$ cat src/cursor_regs_pkg.sv
/*
 * constants for the lcd cursor position and colour register bank.
 * assumes byte-offset registers reached one per 32-bit apb word.
 */
package cursor_regs_pkg;
   // register indices; byte address is four times the index
   localparam logic [7:0] IDX_HPOS_LOW = 8'h72;
   localparam logic [7:0] IDX_HPOS_HIGH = 8'h73;
   localparam logic [7:0] IDX_VPOS_LOW = 8'h74;
   localparam logic [7:0] IDX_VPOS_HIGH = 8'h75;
   localparam logic [7:0] IDX_C0_BLUE = 8'h76;
   localparam logic [7:0] IDX_C0_GREEN = 8'h77;
   localparam logic [7:0] IDX_C0_RED = 8'h78;
   localparam logic [7:0] IDX_C1_BLUE = 8'h7a;
   localparam logic [7:0] IDX_C1_GREEN = 8'h7b;
   localparam logic [7:0] IDX_C1_RED = 8'h7c;
   localparam logic [7:0] IDX_FIFO_THR = 8'h7e;
   localparam logic [7:0] IDX_MODE = 8'h70;
   localparam logic [7:0] IDX_STATUS = 8'h7f;
   // field layout
   localparam int SIGN_BIT = 7;
   localparam int POS_HI_W = 2;
   localparam int BLUE_W = 5;
   localparam int GREEN_W = 6;
   localparam int RED_W = 5;
   localparam int THR_W = 4;
   localparam int MODE_W = 2;
   // mode encodings
   localparam logic [1:0] MODE_INACTIVE = 2'h0;
   localparam logic [1:0] MODE_CURSOR = 2'h1;
   localparam logic [1:0] MODE_INK = 2'h2;
   // reset values
   localparam logic [7:0] RST_BYTE = 8'h00;
   localparam logic [3:0] AUTO_THR_DEFAULT = 4'h8;
endpackage

$ cat src/cursor_regs.sv
/*
 * apb register bank for the lcd hardware cursor: position with sign,
 * two 5/6/5 colours, fifo high threshold, with vblank commit.
 * positions are snapshotted when the high vertical byte is written and
 * reach the display at the next rising edge of the vblank level.
 * assumes a 20 MHz clock and a vblank level from the lcd timing logic,
 * synchronous to that clock and low outside the non-display period;
 * assumes the consumer ignores vertical position unless cursor mode is on.
 */
// The APB slave port was left to the implementer.
`timescale 1ns/1ps
// How it works
// - position writes stay pending until high vertical byte written, then vblank
// - high vertical byte write itself reaches display at next vblank
// - vertical position is 10 bits: low byte plus high byte bits 1-0
// - vertical position is used only in cursor mode, ignored otherwise
// - colour 0 blue is bits 4-0 of its register
// - colour 0 green is bits 5-0 of its register
// - colour 0 red is bits 4-0 of its register
// - colour 1 blue is bits 4-0 of its register
// - colour 1 green is bits 5-0 of its register
// - colour 1 red is bits 4-0 of its register
// - 4-bit fifo high threshold sets when fetch fifo requests memory
// - threshold zero means hardware picks the threshold itself
// - 2-bit mode: 00 inactive, 01 cursor, 10 ink, 11 reserved
module cursor_regs #(
   parameter logic [3:0] AUTO_THR = cursor_regs_pkg::AUTO_THR_DEFAULT
) (
   input wire logic ref_clk_in, // 20 MHz clock
   input wire logic sys_rst_in, // synchronous reset, active high
   input wire logic psel_in, // apb select
   input wire logic penable_in, // apb enable
   input wire logic pwrite_in, // apb direction
   input wire logic [11:0] paddr_in, // apb byte address
   input wire logic [31:0] pwdata_in, // apb write data
   input wire logic vblank_in, // lcd vertical non-display level
   output logic [31:0] prdata_out, // apb read data
   output logic pready_out, // apb ready
   output logic pslverr_out, // apb error on unmapped address
   output logic [1:0] mode_out, // active ink/cursor mode
   output logic cursor_en_out, // cursor mode active
   output logic [9:0] hpos_out, // active horizontal position
   output logic hsign_out, // active horizontal sign
   output logic [9:0] vpos_out, // active vertical position
   output logic vsign_out, // active vertical sign
   output logic [15:0] color0_out, // colour 0 as 5/6/5
   output logic [15:0] color1_out, // colour 1 as 5/6/5
   output logic [3:0] fifo_thr_out // effective fifo high threshold
);
   logic [7:0] hpos_low;
   logic [7:0] hpos_high;
   logic [7:0] vpos_low;
   logic [7:0] vpos_high;
   logic [7:0] c0_b;
   logic [7:0] c0_g;
   logic [7:0] c0_r;
   logic [7:0] c1_b;
   logic [7:0] c1_g;
   logic [7:0] c1_r;
   logic [7:0] fifo_thr;
   logic [1:0] mode;
   logic commit_pending;
   logic vblank_d;
   logic vblank_rise;
   logic wr_en;
   logic rd_en;
   logic [7:0] idx;
   logic idx_ok;
   logic [31:0] next_rdata;
   logic [9:0] staged_hpos;
   logic staged_hsign;
   logic [9:0] staged_vpos;
   logic staged_vsign;
   logic arm_commit;
   logic apply_commit;

   // apb decode; always answers in the access cycle
   assign idx = paddr_in[9:2];
   assign wr_en = psel_in && penable_in && pwrite_in && idx_ok;
   assign rd_en = psel_in && !penable_in && !pwrite_in;
   assign vblank_rise = vblank_in && !vblank_d;

   // commit strobes: arm on the high vertical byte, apply on a vblank rise
   assign arm_commit = wr_en && (idx == cursor_regs_pkg::IDX_VPOS_HIGH);
   assign apply_commit = vblank_rise && commit_pending;

   function automatic logic [31:0] byte_word(input logic [7:0] b);
      byte_word = {24'h0000_00, b};
   endfunction

   // keep only the sign and the two top position bits of a high byte
   function automatic logic [7:0] pos_high_byte(input logic [7:0] b);
      pos_high_byte = {b[cursor_regs_pkg::SIGN_BIT], 5'h00, b[1:0]};
   endfunction

   // pack red, green and blue bytes into one 5/6/5 word
   function automatic logic [15:0] pack_565(input logic [7:0] r, input logic [7:0] g,
      input logic [7:0] b);
      pack_565 = {r[4:0], g[5:0], b[4:0]};
   endfunction

   // join the two top bits of a high byte and a low byte into a position
   function automatic logic [9:0] join_pos(input logic [7:0] hi, input logic [7:0] lo);
      join_pos = {hi[1:0], lo};
   endfunction

   // clear the unused upper bits of a five-bit colour field
   function automatic logic [7:0] field5(input logic [7:0] b);
      field5 = {3'h0, b[4:0]};
   endfunction

   // clear the unused upper bits of a six-bit colour field
   function automatic logic [7:0] field6(input logic [7:0] b);
      field6 = {2'h0, b[5:0]};
   endfunction

   // effective threshold: a zero field hands the choice to the built-in default
   function automatic logic [3:0] pick_thr(input logic [7:0] field);
      pick_thr = (field[3:0] == 4'h0) ? AUTO_THR : field[3:0];
   endfunction

   // address map check and read mux
   always_comb begin
      idx_ok = 1'b1;
      next_rdata = 32'h0000_0000;
      case (idx)
         cursor_regs_pkg::IDX_MODE: next_rdata = {30'h0, mode};
         cursor_regs_pkg::IDX_HPOS_LOW: next_rdata = byte_word(hpos_low);
         cursor_regs_pkg::IDX_HPOS_HIGH: next_rdata = byte_word(hpos_high);
         cursor_regs_pkg::IDX_VPOS_LOW: next_rdata = byte_word(vpos_low);
         cursor_regs_pkg::IDX_VPOS_HIGH: next_rdata = byte_word(vpos_high);
         cursor_regs_pkg::IDX_C0_BLUE: next_rdata = byte_word(c0_b);
         cursor_regs_pkg::IDX_C0_GREEN: next_rdata = byte_word(c0_g);
         cursor_regs_pkg::IDX_C0_RED: next_rdata = byte_word(c0_r);
         cursor_regs_pkg::IDX_C1_BLUE: next_rdata = byte_word(c1_b);
         cursor_regs_pkg::IDX_C1_GREEN: next_rdata = byte_word(c1_g);
         cursor_regs_pkg::IDX_C1_RED: next_rdata = byte_word(c1_r);
         cursor_regs_pkg::IDX_FIFO_THR: next_rdata = byte_word(fifo_thr);
         cursor_regs_pkg::IDX_STATUS: next_rdata = {31'h0, commit_pending};
         default: idx_ok = 1'b0;
      endcase
      if (paddr_in[11:10] != 2'h0) begin
         idx_ok = 1'b0;
         next_rdata = 32'h0000_0000;
      end
   end

   // bus answer registers: ready and error in the access cycle
   always_ff @(posedge ref_clk_in) begin
      if (sys_rst_in) begin
         pready_out <= 1'b0;
         pslverr_out <= 1'b0;
      end else begin
         pready_out <= psel_in && !penable_in;
         pslverr_out <= psel_in && !penable_in && !idx_ok;
      end
   end

   // read data captured at the setup edge, held until the next read
   always_ff @(posedge ref_clk_in) begin
      if (sys_rst_in) begin
         prdata_out <= 32'h0000_0000;
      end else if (rd_en) begin
         prdata_out <= next_rdata;
      end
   end

   // mode register; the reserved code is stored and read back as written
   always_ff @(posedge ref_clk_in) begin
      if (sys_rst_in) begin
         mode <= cursor_regs_pkg::MODE_INACTIVE;
      end else if (wr_en && idx == cursor_regs_pkg::IDX_MODE) begin
         mode <= pwdata_in[1:0];
      end
   end

   // position bytes as software sees them; unused high byte bits read 0
   always_ff @(posedge ref_clk_in) begin
      if (sys_rst_in) begin
         hpos_low <= cursor_regs_pkg::RST_BYTE;
         hpos_high <= cursor_regs_pkg::RST_BYTE;
         vpos_low <= cursor_regs_pkg::RST_BYTE;
         vpos_high <= cursor_regs_pkg::RST_BYTE;
      end else if (wr_en) begin
         case (idx)
            cursor_regs_pkg::IDX_HPOS_LOW: hpos_low <= pwdata_in[7:0];
            cursor_regs_pkg::IDX_HPOS_HIGH: hpos_high <= pos_high_byte(pwdata_in[7:0]);
            cursor_regs_pkg::IDX_VPOS_LOW: vpos_low <= pwdata_in[7:0];
            cursor_regs_pkg::IDX_VPOS_HIGH: vpos_high <= pos_high_byte(pwdata_in[7:0]);
            default: ;
         endcase
      end
   end

   // colour bytes; only the 5/6/5 field bits are kept, the rest read 0
   always_ff @(posedge ref_clk_in) begin
      if (sys_rst_in) begin
         c0_b <= cursor_regs_pkg::RST_BYTE;
         c0_g <= cursor_regs_pkg::RST_BYTE;
         c0_r <= cursor_regs_pkg::RST_BYTE;
         c1_b <= cursor_regs_pkg::RST_BYTE;
         c1_g <= cursor_regs_pkg::RST_BYTE;
         c1_r <= cursor_regs_pkg::RST_BYTE;
      end else if (wr_en) begin
         case (idx)
            cursor_regs_pkg::IDX_C0_BLUE: c0_b <= field5(pwdata_in[7:0]);
            cursor_regs_pkg::IDX_C0_GREEN: c0_g <= field6(pwdata_in[7:0]);
            cursor_regs_pkg::IDX_C0_RED: c0_r <= field5(pwdata_in[7:0]);
            cursor_regs_pkg::IDX_C1_BLUE: c1_b <= field5(pwdata_in[7:0]);
            cursor_regs_pkg::IDX_C1_GREEN: c1_g <= field6(pwdata_in[7:0]);
            cursor_regs_pkg::IDX_C1_RED: c1_r <= field5(pwdata_in[7:0]);
            default: ;
         endcase
      end
   end

   // fifo high threshold byte; only the low four bits are kept
   always_ff @(posedge ref_clk_in) begin
      if (sys_rst_in) begin
         fifo_thr <= cursor_regs_pkg::RST_BYTE;
      end else if (wr_en && idx == cursor_regs_pkg::IDX_FIFO_THR) begin
         fifo_thr <= {4'h0, pwdata_in[3:0]};
      end
   end

   // vblank edge detect; the delayed copy idles low like the pin
   always_ff @(posedge ref_clk_in) begin
      if (sys_rst_in) begin
         vblank_d <= 1'b0;
      end else begin
         vblank_d <= vblank_in;
      end
   end

   // commit arming; a new arm beats a commit in the same cycle
   always_ff @(posedge ref_clk_in) begin
      if (sys_rst_in) begin
         commit_pending <= 1'b0;
      end else if (arm_commit) begin
         commit_pending <= 1'b1;
      end else if (vblank_rise) begin
         commit_pending <= 1'b0;
      end
   end

   // horizontal snapshot taken at the arm, so later byte writes wait for
   // the next arm instead of leaking to the display early
   always_ff @(posedge ref_clk_in) begin
      if (sys_rst_in) begin
         staged_hpos <= 10'h000;
         staged_hsign <= 1'b0;
      end else if (arm_commit) begin
         staged_hpos <= join_pos(hpos_high, hpos_low);
         staged_hsign <= hpos_high[cursor_regs_pkg::SIGN_BIT];
      end
   end

   // vertical snapshot; the high byte comes straight from the arming write
   always_ff @(posedge ref_clk_in) begin
      if (sys_rst_in) begin
         staged_vpos <= 10'h000;
         staged_vsign <= 1'b0;
      end else if (arm_commit) begin
         staged_vpos <= join_pos(pwdata_in[7:0], vpos_low);
         staged_vsign <= pwdata_in[cursor_regs_pkg::SIGN_BIT];
      end
   end

   // display-side position, applied only at vblank after a commit
   always_ff @(posedge ref_clk_in) begin
      if (sys_rst_in) begin
         hpos_out <= 10'h000;
         hsign_out <= 1'b0;
         vpos_out <= 10'h000;
         vsign_out <= 1'b0;
      end else if (apply_commit) begin
         hpos_out <= staged_hpos;
         hsign_out <= staged_hsign;
         vpos_out <= staged_vpos;
         vsign_out <= staged_vsign;
      end
   end

   // mode outputs; the consumer ignores position unless cursor mode is on
   always_ff @(posedge ref_clk_in) begin
      if (sys_rst_in) begin
         mode_out <= cursor_regs_pkg::MODE_INACTIVE;
         cursor_en_out <= 1'b0;
      end else begin
         mode_out <= mode;
         cursor_en_out <= (mode == cursor_regs_pkg::MODE_CURSOR);
      end
   end

   // colour outputs as red, green, blue from the top bit down
   always_ff @(posedge ref_clk_in) begin
      if (sys_rst_in) begin
         color0_out <= 16'h0000;
         color1_out <= 16'h0000;
      end else begin
         color0_out <= pack_565(c0_r, c0_g, c0_b);
         color1_out <= pack_565(c1_r, c1_g, c1_b);
      end
   end

   // effective fifo threshold seen by the fetch arbitration
   always_ff @(posedge ref_clk_in) begin
      if (sys_rst_in) begin
         fifo_thr_out <= AUTO_THR;
      end else begin
         fifo_thr_out <= pick_thr(fifo_thr);
      end
   end
endmodule

$ cat config.mk
export PLATFORM = sky130hd
export DESIGN_NAME = cursor_regs
export DESIGN_NICKNAME = d
export VERILOG_FILES = /design/src/cursor_regs_pkg.sv /design/src/cursor_regs.sv
export SDC_FILE = /design/constraint.sdc
export NUM_CORES = 1
export LEC_CHECK = 0
export ABC_CLOCK_PERIOD_IN_PS = 2000
export BUFFER_PORTS_ARGS = -buffer_cell sky130_fd_sc_hd__buf_2
export CAP_MARGIN = 40
export CORE_MARGIN = 1.5
export CORE_UTILIZATION = 44
export DETAILED_ROUTE_END_ITERATION = 8
export PLACE_DENSITY_LB_ADDON = 0.12
export SLEW_MARGIN = 0
export SYNTH_ARGS = -nofsm -noshare
export SYNTH_HDL_FRONTEND = slang
export SYNTH_SLANG_ARGS = --single-unit
export TNS_END_PERCENT = 30
$ cat constraint.sdc
create_clock -name ref_clk_in -period 2 [get_ports ref_clk_in]
set_input_delay 0.1 -clock ref_clk_in [delete_from_list [all_inputs] [get_ports ref_clk_in]]
set_output_delay 0.1 -clock ref_clk_in [all_outputs]
set_load 0.05 [all_outputs]
==> results of run 1 <==
cell usage in the layout (no fill, tap or decap), types with 4 or more instances in the layout:
cell,netlist,layout
buf_4,24,23
and3_1,4,4
a22oi_1,7,7
dfxtp_1,152,152
mux2_2,4,4
nand2_1,65,65
mux2i_1,47,47
nand2b_1,37,37
clkinv_2,0,6
nor3b_1,5,4
o21ai_0,45,45
buf_2,3,93
nor2b_1,39,39
nand3_1,4,4
nor2_1,32,32
clkbuf_16,0,17
o31ai_1,26,26
mux4_2,5,5
nand4_1,5,5
inv_1,14,14
a21oi_1,29,29
dlygate4sd3_1,0,7
nand3b_1,5,5
conb_1,1,24
how the worst max path moves through the flow:
stage	to	slack, ns	cells after the start
after CTS	prdata_out[6]	0.16	6
after global placement	hpos_high[1]	0.26	5
after detailed placement	hpos_high[0]	0.25	5
after floorplan	prdata_out[6]	0.23	5
after global routing	prdata_out[7]	0.13	6
final	prdata_out[6]	0.14	6
state kept, by name (all words and copies together) (netlist names), 3 cells and up:
| signal | flops |
|---|---|
| c0_g | 6 |
| c0_r | 5 |
| color1_out | 16 |
| hpos_low | 8 |
| staged_vpos | 9 |
| vpos_low | 8 |
| hpos_out | 10 |
| c1_r | 5 |
| fifo_thr | 4 |
| fifo_thr_out | 4 |
| prdata_out | 8 |
| vpos_out | 10 |
| c1_g | 6 |
| color0_out | 16 |
| staged_hpos | 10 |
| hpos_high | 3 |
| c0_b | 5 |
| c1_b | 5 |
layout make-up:
type	instances	area [um2]
fillers	1225	6020
flip-flops and latches	152	3040
multi-input cells	419	2620
repair buffers	125	748
clock buffers	19	443
well taps	176	220
clock inverters	13	151
inverters	14	52.6
through the flow:
step | util [%] | total power (uW) | area, um2
2_1_floorplan | - | 3370 | 6090
3_3_place_gp | 49.7 | 3420 | 6610
3_5_place_dp | 49.7 | 3430 | 6610
4_1_cts | 54.7 | 6630 | 7280
5_1_grt | 54.7 | 6800 | 7280
6_report | 54.7 | 6580 | 7280
worst register-to-register path, delay by kind of cell (launching register included):
| kind | cells | cell delay (ns) |
|---|---|---|
| multiplexers | 1 | 0.50 |
| AO/OA/AOI/OAI | 2 | 0.48 |
| flip-flops | 1 | 0.33 |
| AND/OR/NAND/NOR | 1 | 0.08 |
kinds of logic after synthesis:
group,after synthesis,synth area share (%)
buf+inv,88,7.19
flops,152,50.7
mux,56,10.5
compound gates,125,12.8
other cells,1,0.0625
simple gates,214,18.8
cell usage after synthesis (all sizes together), types with 5 or more instances:
library cell    n  area share (%)
nor2           32             2.0
and3            5            0.54
mux2i          47             7.8
mux4            5             1.9
dfxtp         152              51
o21ai          45             3.8
inv            14            0.88
nand4           5            0.52
a22oi           7            0.88
o31ai          26             3.3
buf            33             3.8
a21oi          29             2.4
nor2b          39             4.1
nand3b          5            0.63
nand2          65             4.1
nand2b         37             3.9
nor3b           5            0.63
clkbuf         41             2.6
metal layers:
layer  part of all wire (%)  global-route usage [%]  vias up
met1                     48                    28.1     2219
met2                     46                    33.5      120
li1                       -                       -     2314
met3                    4.2                    4.42       19
met4                    1.6                    8.93        0
met5                      0                       0        -
report_power, final:
group	switching, uW	internal [uW]
Clock	1220	1980
Combinational	257	82.8
Sequential	1.29	3030
Total	1480	5100
==> out/metrics.csv, run 1 <==
stage,metric,value,unit
critical_path,crit_family,simple AND/OR/NAND/NOR gates,
critical_path,start_kind,input port,
critical_path,path_class,in -> reg,
clock_network,clkTransAtPathRegs,0.06,ns
global_routing,gr-total-overflow,0,
die,die_area,14400,um2
timing,final.setup.tns,0,ns
yosys,yosysWarningCount,0,
timing,hold_slack,0.0408,ns
yosys,ys_seq_area_share,50.7,%
global_routing,antenna_found_initial,0,
critical_path,critPathLaunch,penable_in,
critical_path,reg2reg_depth,4,
timing,min_period,1.86,ns
critical_path,critPathRequiredTime,2.35,ns
placement,post-dp-hpwl,10300,um
routing,drt_iter0_drc,243,
timing,worst_pin_slew,0.588,ns
clock_network,htreeDepth,4,
placement,gp_congestion,0.848,
worst_hold_path,hold_end,pslverr_out,
routing,wl_per_cell,15.8,um
timing,rsz0062_at_grt,false,
final_layout,drive_gt1_share,22.4,%
power_and_ir_drop,peakVddDrop,0.000589,V
power_and_ir_drop,powerDensity,904,nW/um2
final_layout,fin_nets,779,
die,fp.dieW,120,um
yosys,synth_ff_type,dfxtp_1,
worst_hold_path,hp-start,paddr_in[11],
critical_path,reg2reg_from,fifo_thr[2],
routing,wl,14500,um
clock_network,hold_buffers,7,
critical_path,cp.arrival,2.21,ns
global_routing,grt_use_total,21.1,%
status,status,"finished, final reports clean",
clock_network,cts_resized,0,
timing,skew,0.0129,ns
run,max_cap_violations,0,
yosys,synth_area_per_cell,9.44,um2
clock_network,clk_latency,0.42,ns
critical_path,path_buf_inv,2,
worst_hold_path,whs_path_depth,4,
yosys,ys_types,50,
timing,fmaxAchievable,0.538,GHz
global_routing,grt_pass1_vias,4453,
yosys,synthesis.area,6000,um2
worst_hold_path,hp-class,in -> reg,
timing,setup_viol,0,
critical_path,critPathSlowestCell,dlygate4sd3_1,
timing,slew_headroom,60.8,%
yosys,synth_edf_count,0,
final_layout,final_cells,918,
die,fp.coreArea,13300,um2
routing,dr.pass1.iters,4,
routing,ant_nets,0,
global_routing,grt_max_degree,61,
placement,dp_cells,879,
critical_path,regToRegSetupSlack,0.51,ns
timing,hold_viol,0,
critical_path,slowest_delay,0.53,ns
die,start_util,45.1,%
clock_network,cts_setup_buffers,0,
yosys,async_reset_ff_share,0,%
yosys,synth-seq-cells,152,
die,dieHeight,120,um
timing,fin_crit_sh,92.9,%
critical_path,reg2reg_to,prdata_out[2],
routing,vias,4672,
clock_network,cts_sinks,152,
power_and_ir_drop,p_leak,0.00322,uW
critical_path,path_max_fanout,3,
placement,io_buffers,94,
clock_network,cts_root_buf,clkbuf_16,
routing,drc_errors,0,
clock_network,clk_path_buf_depth,2,
critical_path,end_kind,flop,
die,pin_count,145,
final_layout,area_growth,21.2,%
timing,slew_violations,0,
placement,dp_slack,0.250,ns
clock_network,numCtsBuffers,17,
timing,postLayoutSetupSlackWorst,0.141,ns
die,fp-row-count,42,
yosys,syn_inst,636,
critical_path,worstPathCellList,dlygate4sd3_1 > buf_2 > or3b_1 > a2111o_1 > or4b_1 > a21oi_1,
clock_network,tritoncts,done,
final_layout,n_antenna_cell,0,
global_routing,grt_pass1_wl,23300,um
routing,vias_per_cell,5.09,
No activity file was read; power rests on OpenSTA's default activity.
==> run 2, diff against run 1 <==
- CORE_UTILIZATION: 44 -> 35
==> run 2 against run 1 <==
  * Hold slack got worse by 0.021 ns
  * First-iteration DRC count grew 17%
  * Cell area grew 0.31%
  * Clock-buffer cell count is the same
  * Power shrank 2.6%
  * Via count down 0.92%
  * Clock power shrank 5%
  * Critical path depth stayed put
  * Global-route usage decreased by 3.2 points
  * Largest cell class unchanged
  * Highest routed layer unchanged
==> out/metrics.csv, run 2 (synthesized netlist as in run 1, its figures left out) <==
stage,metric,value,unit
status,status,"finished, final reports clean",
placement,io_buffers,94,
clock_network,tritoncts,done,
timing,hold_viol,0,
die,die_area,17900,um2
timing,postLayoutSetupSlackWorst,0.136,ns
clock_network,cts_root_buf,clkbuf_16,
global_routing,grt_pass1_wl,24800,um
die,fp.dieW,134,um
routing,wl,15500,um
placement,post-dp-hpwl,10900,um
die,pin_count,145,
routing,dr.pass1.iters,5,
timing,worst_pin_slew,0.579,ns
routing,vias,4629,
critical_path,start_kind,input port,
die,fp-row-count,47,
final_layout,multi_input_area,2620,um2
timing,fin_crit_sh,93.2,%
critical_path,crit_family,simple AND/OR/NAND/NOR gates,
critical_path,regToRegSetupSlack,0.50,ns
worst_hold_path,whs_path_depth,3,
final_layout,fin_nets,779,
clock_network,cts_resized,0,
clock_network,clk_path_buf_depth,2,
critical_path,reg2reg_depth,4,
placement,gp_congestion,0.873,
power_and_ir_drop,powerDensity,878,nW/um2
final_layout,seq_area,3040,um2
routing,drc_errors,0,
timing,setup_viol,0,
routing,vias_per_cell,4.81,
global_routing,grt_max_degree,59,
run,max_cap_violations,0,
critical_path,critPathRequiredTime,2.35,ns
clock_network,clk_latency,0.42,ns
clock_network,htreeDepth,4,
timing,final.setup.tns,0,ns
timing,fmaxAchievable,0.537,GHz
critical_path,cp.arrival,2.22,ns
critical_path,path_buf_inv,2,
die,dieHeight,134,um
routing,wl_per_cell,16.1,um
power_and_ir_drop,peakVddDrop,0.000652,V
timing,slew_headroom,61.4,%
die,start_util,36.1,%
final_layout,final_cell_mix,"152 x dfxtp_1, 93 x buf_2, 65 x nand2_1, 47 x mux2i_1, 45 x o21ai_0",
clock_network,clkTransAtPathRegs,0.06,ns
die,fp.coreArea,16600,um2
routing,ant_nets,0,
final_layout,utilization,43.9,%
critical_path,worstPathCellList,dlygate4sd3_1 > buf_2 > or3b_1 > a2111o_1 > or4b_1 > a21oi_1,
routing,drt_iter0_drc,285,
final_layout,largestRegisters,"color0_out: 16 flops, color1_out: 16 flops",
timing,rsz0062_at_grt,false,
critical_path,end_kind,flop,
final_layout,fillers,1635,
critical_path,slowest_delay,0.53,ns
timing,min_period,1.86,ns
final_layout,layout_commonest_cell,dfxtp_1,
timing,skew,0.00970,ns
worst_hold_path,hold_end,hpos_low[6],
final_layout,n_antenna_cell,0,
critical_path,critPathSlowestCell,dlygate4sd3_1,
global_routing,antenna_found_initial,0,
worst_hold_path,hp-class,in -> reg,
critical_path,reg2reg_from,hpos_low[3],
global_routing,gr-total-overflow,0,
critical_path,path_max_fanout,3,
global_routing,grt_pass1_vias,4449,
timing,slew_violations,0,
placement,dp_slack,0.280,ns
final_layout,area_growth,21.6,%
worst_hold_path,hp-start,pwdata_in[6],
critical_path,path_class,in -> reg,
global_routing,grt_use_total,17.9,%
clock_network,cts_sinks,152,
power_and_ir_drop,p_leak,0.00318,uW
clock_network,numCtsBuffers,17,
critical_path,reg2reg_to,prdata_out[3],
final_layout,drive_gt1_share,22.5,%
## run 2: cell types whose count changed in the layout (fill, tap and decap cells not counted), sizes merged
cell | previous run | this run
clkinvlp | 3 | 8
inv | 15 | 16
dlygate4sd3 | 7 | 6
clkinv | 6 | 2
bufinv | 3 | 1
buf | 118 | 119
## run 2: metrics by stage
| step | instances | power (uW) | instance area (um2) | hold slack, ns |
|---|---|---|---|---|
| finish | 962 | 6410 | 7300 | 0.0199 |
| global route | 962 | 6630 | 7300 | 0.0289 |
| CTS | 962 | 6470 | 7300 | 0.00493 |
| detailed placement | 924 | 3430 | 6680 | 0.303 |
| global placement | 924 | 3430 | 6680 | 0.295 |
| floorplan | 659 | 3370 | 6090 | 0.184 |
## run 2: cell type report
| class | count | share of cell area [%] |
|---|---|---|
| sequential | 152 | 41.7 |
| multi-input combinational | 419 | 35.9 |
| timing repair buffer | 125 | 10.2 |
| clock buffer | 19 | 6.07 |
| tap | 220 | 3.77 |
| clock inverter | 13 | 1.66 |
| inverter | 14 | 0.720 |
## run 2: how the worst max path moves through the flow
stage / start / endpoint / cells after the start
CTS: penable_in / prdata_out[6] / 6
floorplan: penable_in / prdata_out[6] / 5
global route: penable_in / prdata_out[6] / 6
detailed placement: penable_in / prdata_out[6] / 5
global placement: penable_in / prdata_out[6] / 5
finish: penable_in / prdata_out[6] / 6
## run 2: where the power goes
part / internal [uW] / switching, uW
registers: 3030 / 1.30
logic: 82.1 / 258
clock network: 1750 / 1290
total: 4860 / 1550
## run 2: per-layer routing
layer / wire (um) / part of all wire, % / track usage (%) / up-vias
li1: - / - / - / 2326
met2: 7290 / 47 / 28.6 / 108
met4: 197 / 1.3 / 5.07 / 0
met3: 606 / 3.9 / 4.46 / 17
met5: 0 / 0 / 0 / -
met1: 7370 / 48 / 24.1 / 2178
## run 2: worst register-to-register path: cells and delay by family, from the launching register on
kind	cells	cell delay, ns
and+or+nand+nor	1	0.17
DFF	1	0.35
muxes	1	0.48
AOI/OAI and AO/OA	2	0.37
## run 2: what timing repair did
item                      CTS  global route
buffers inserted            0             0
hold buffers                6             0
hold endpoints to repair    6             0
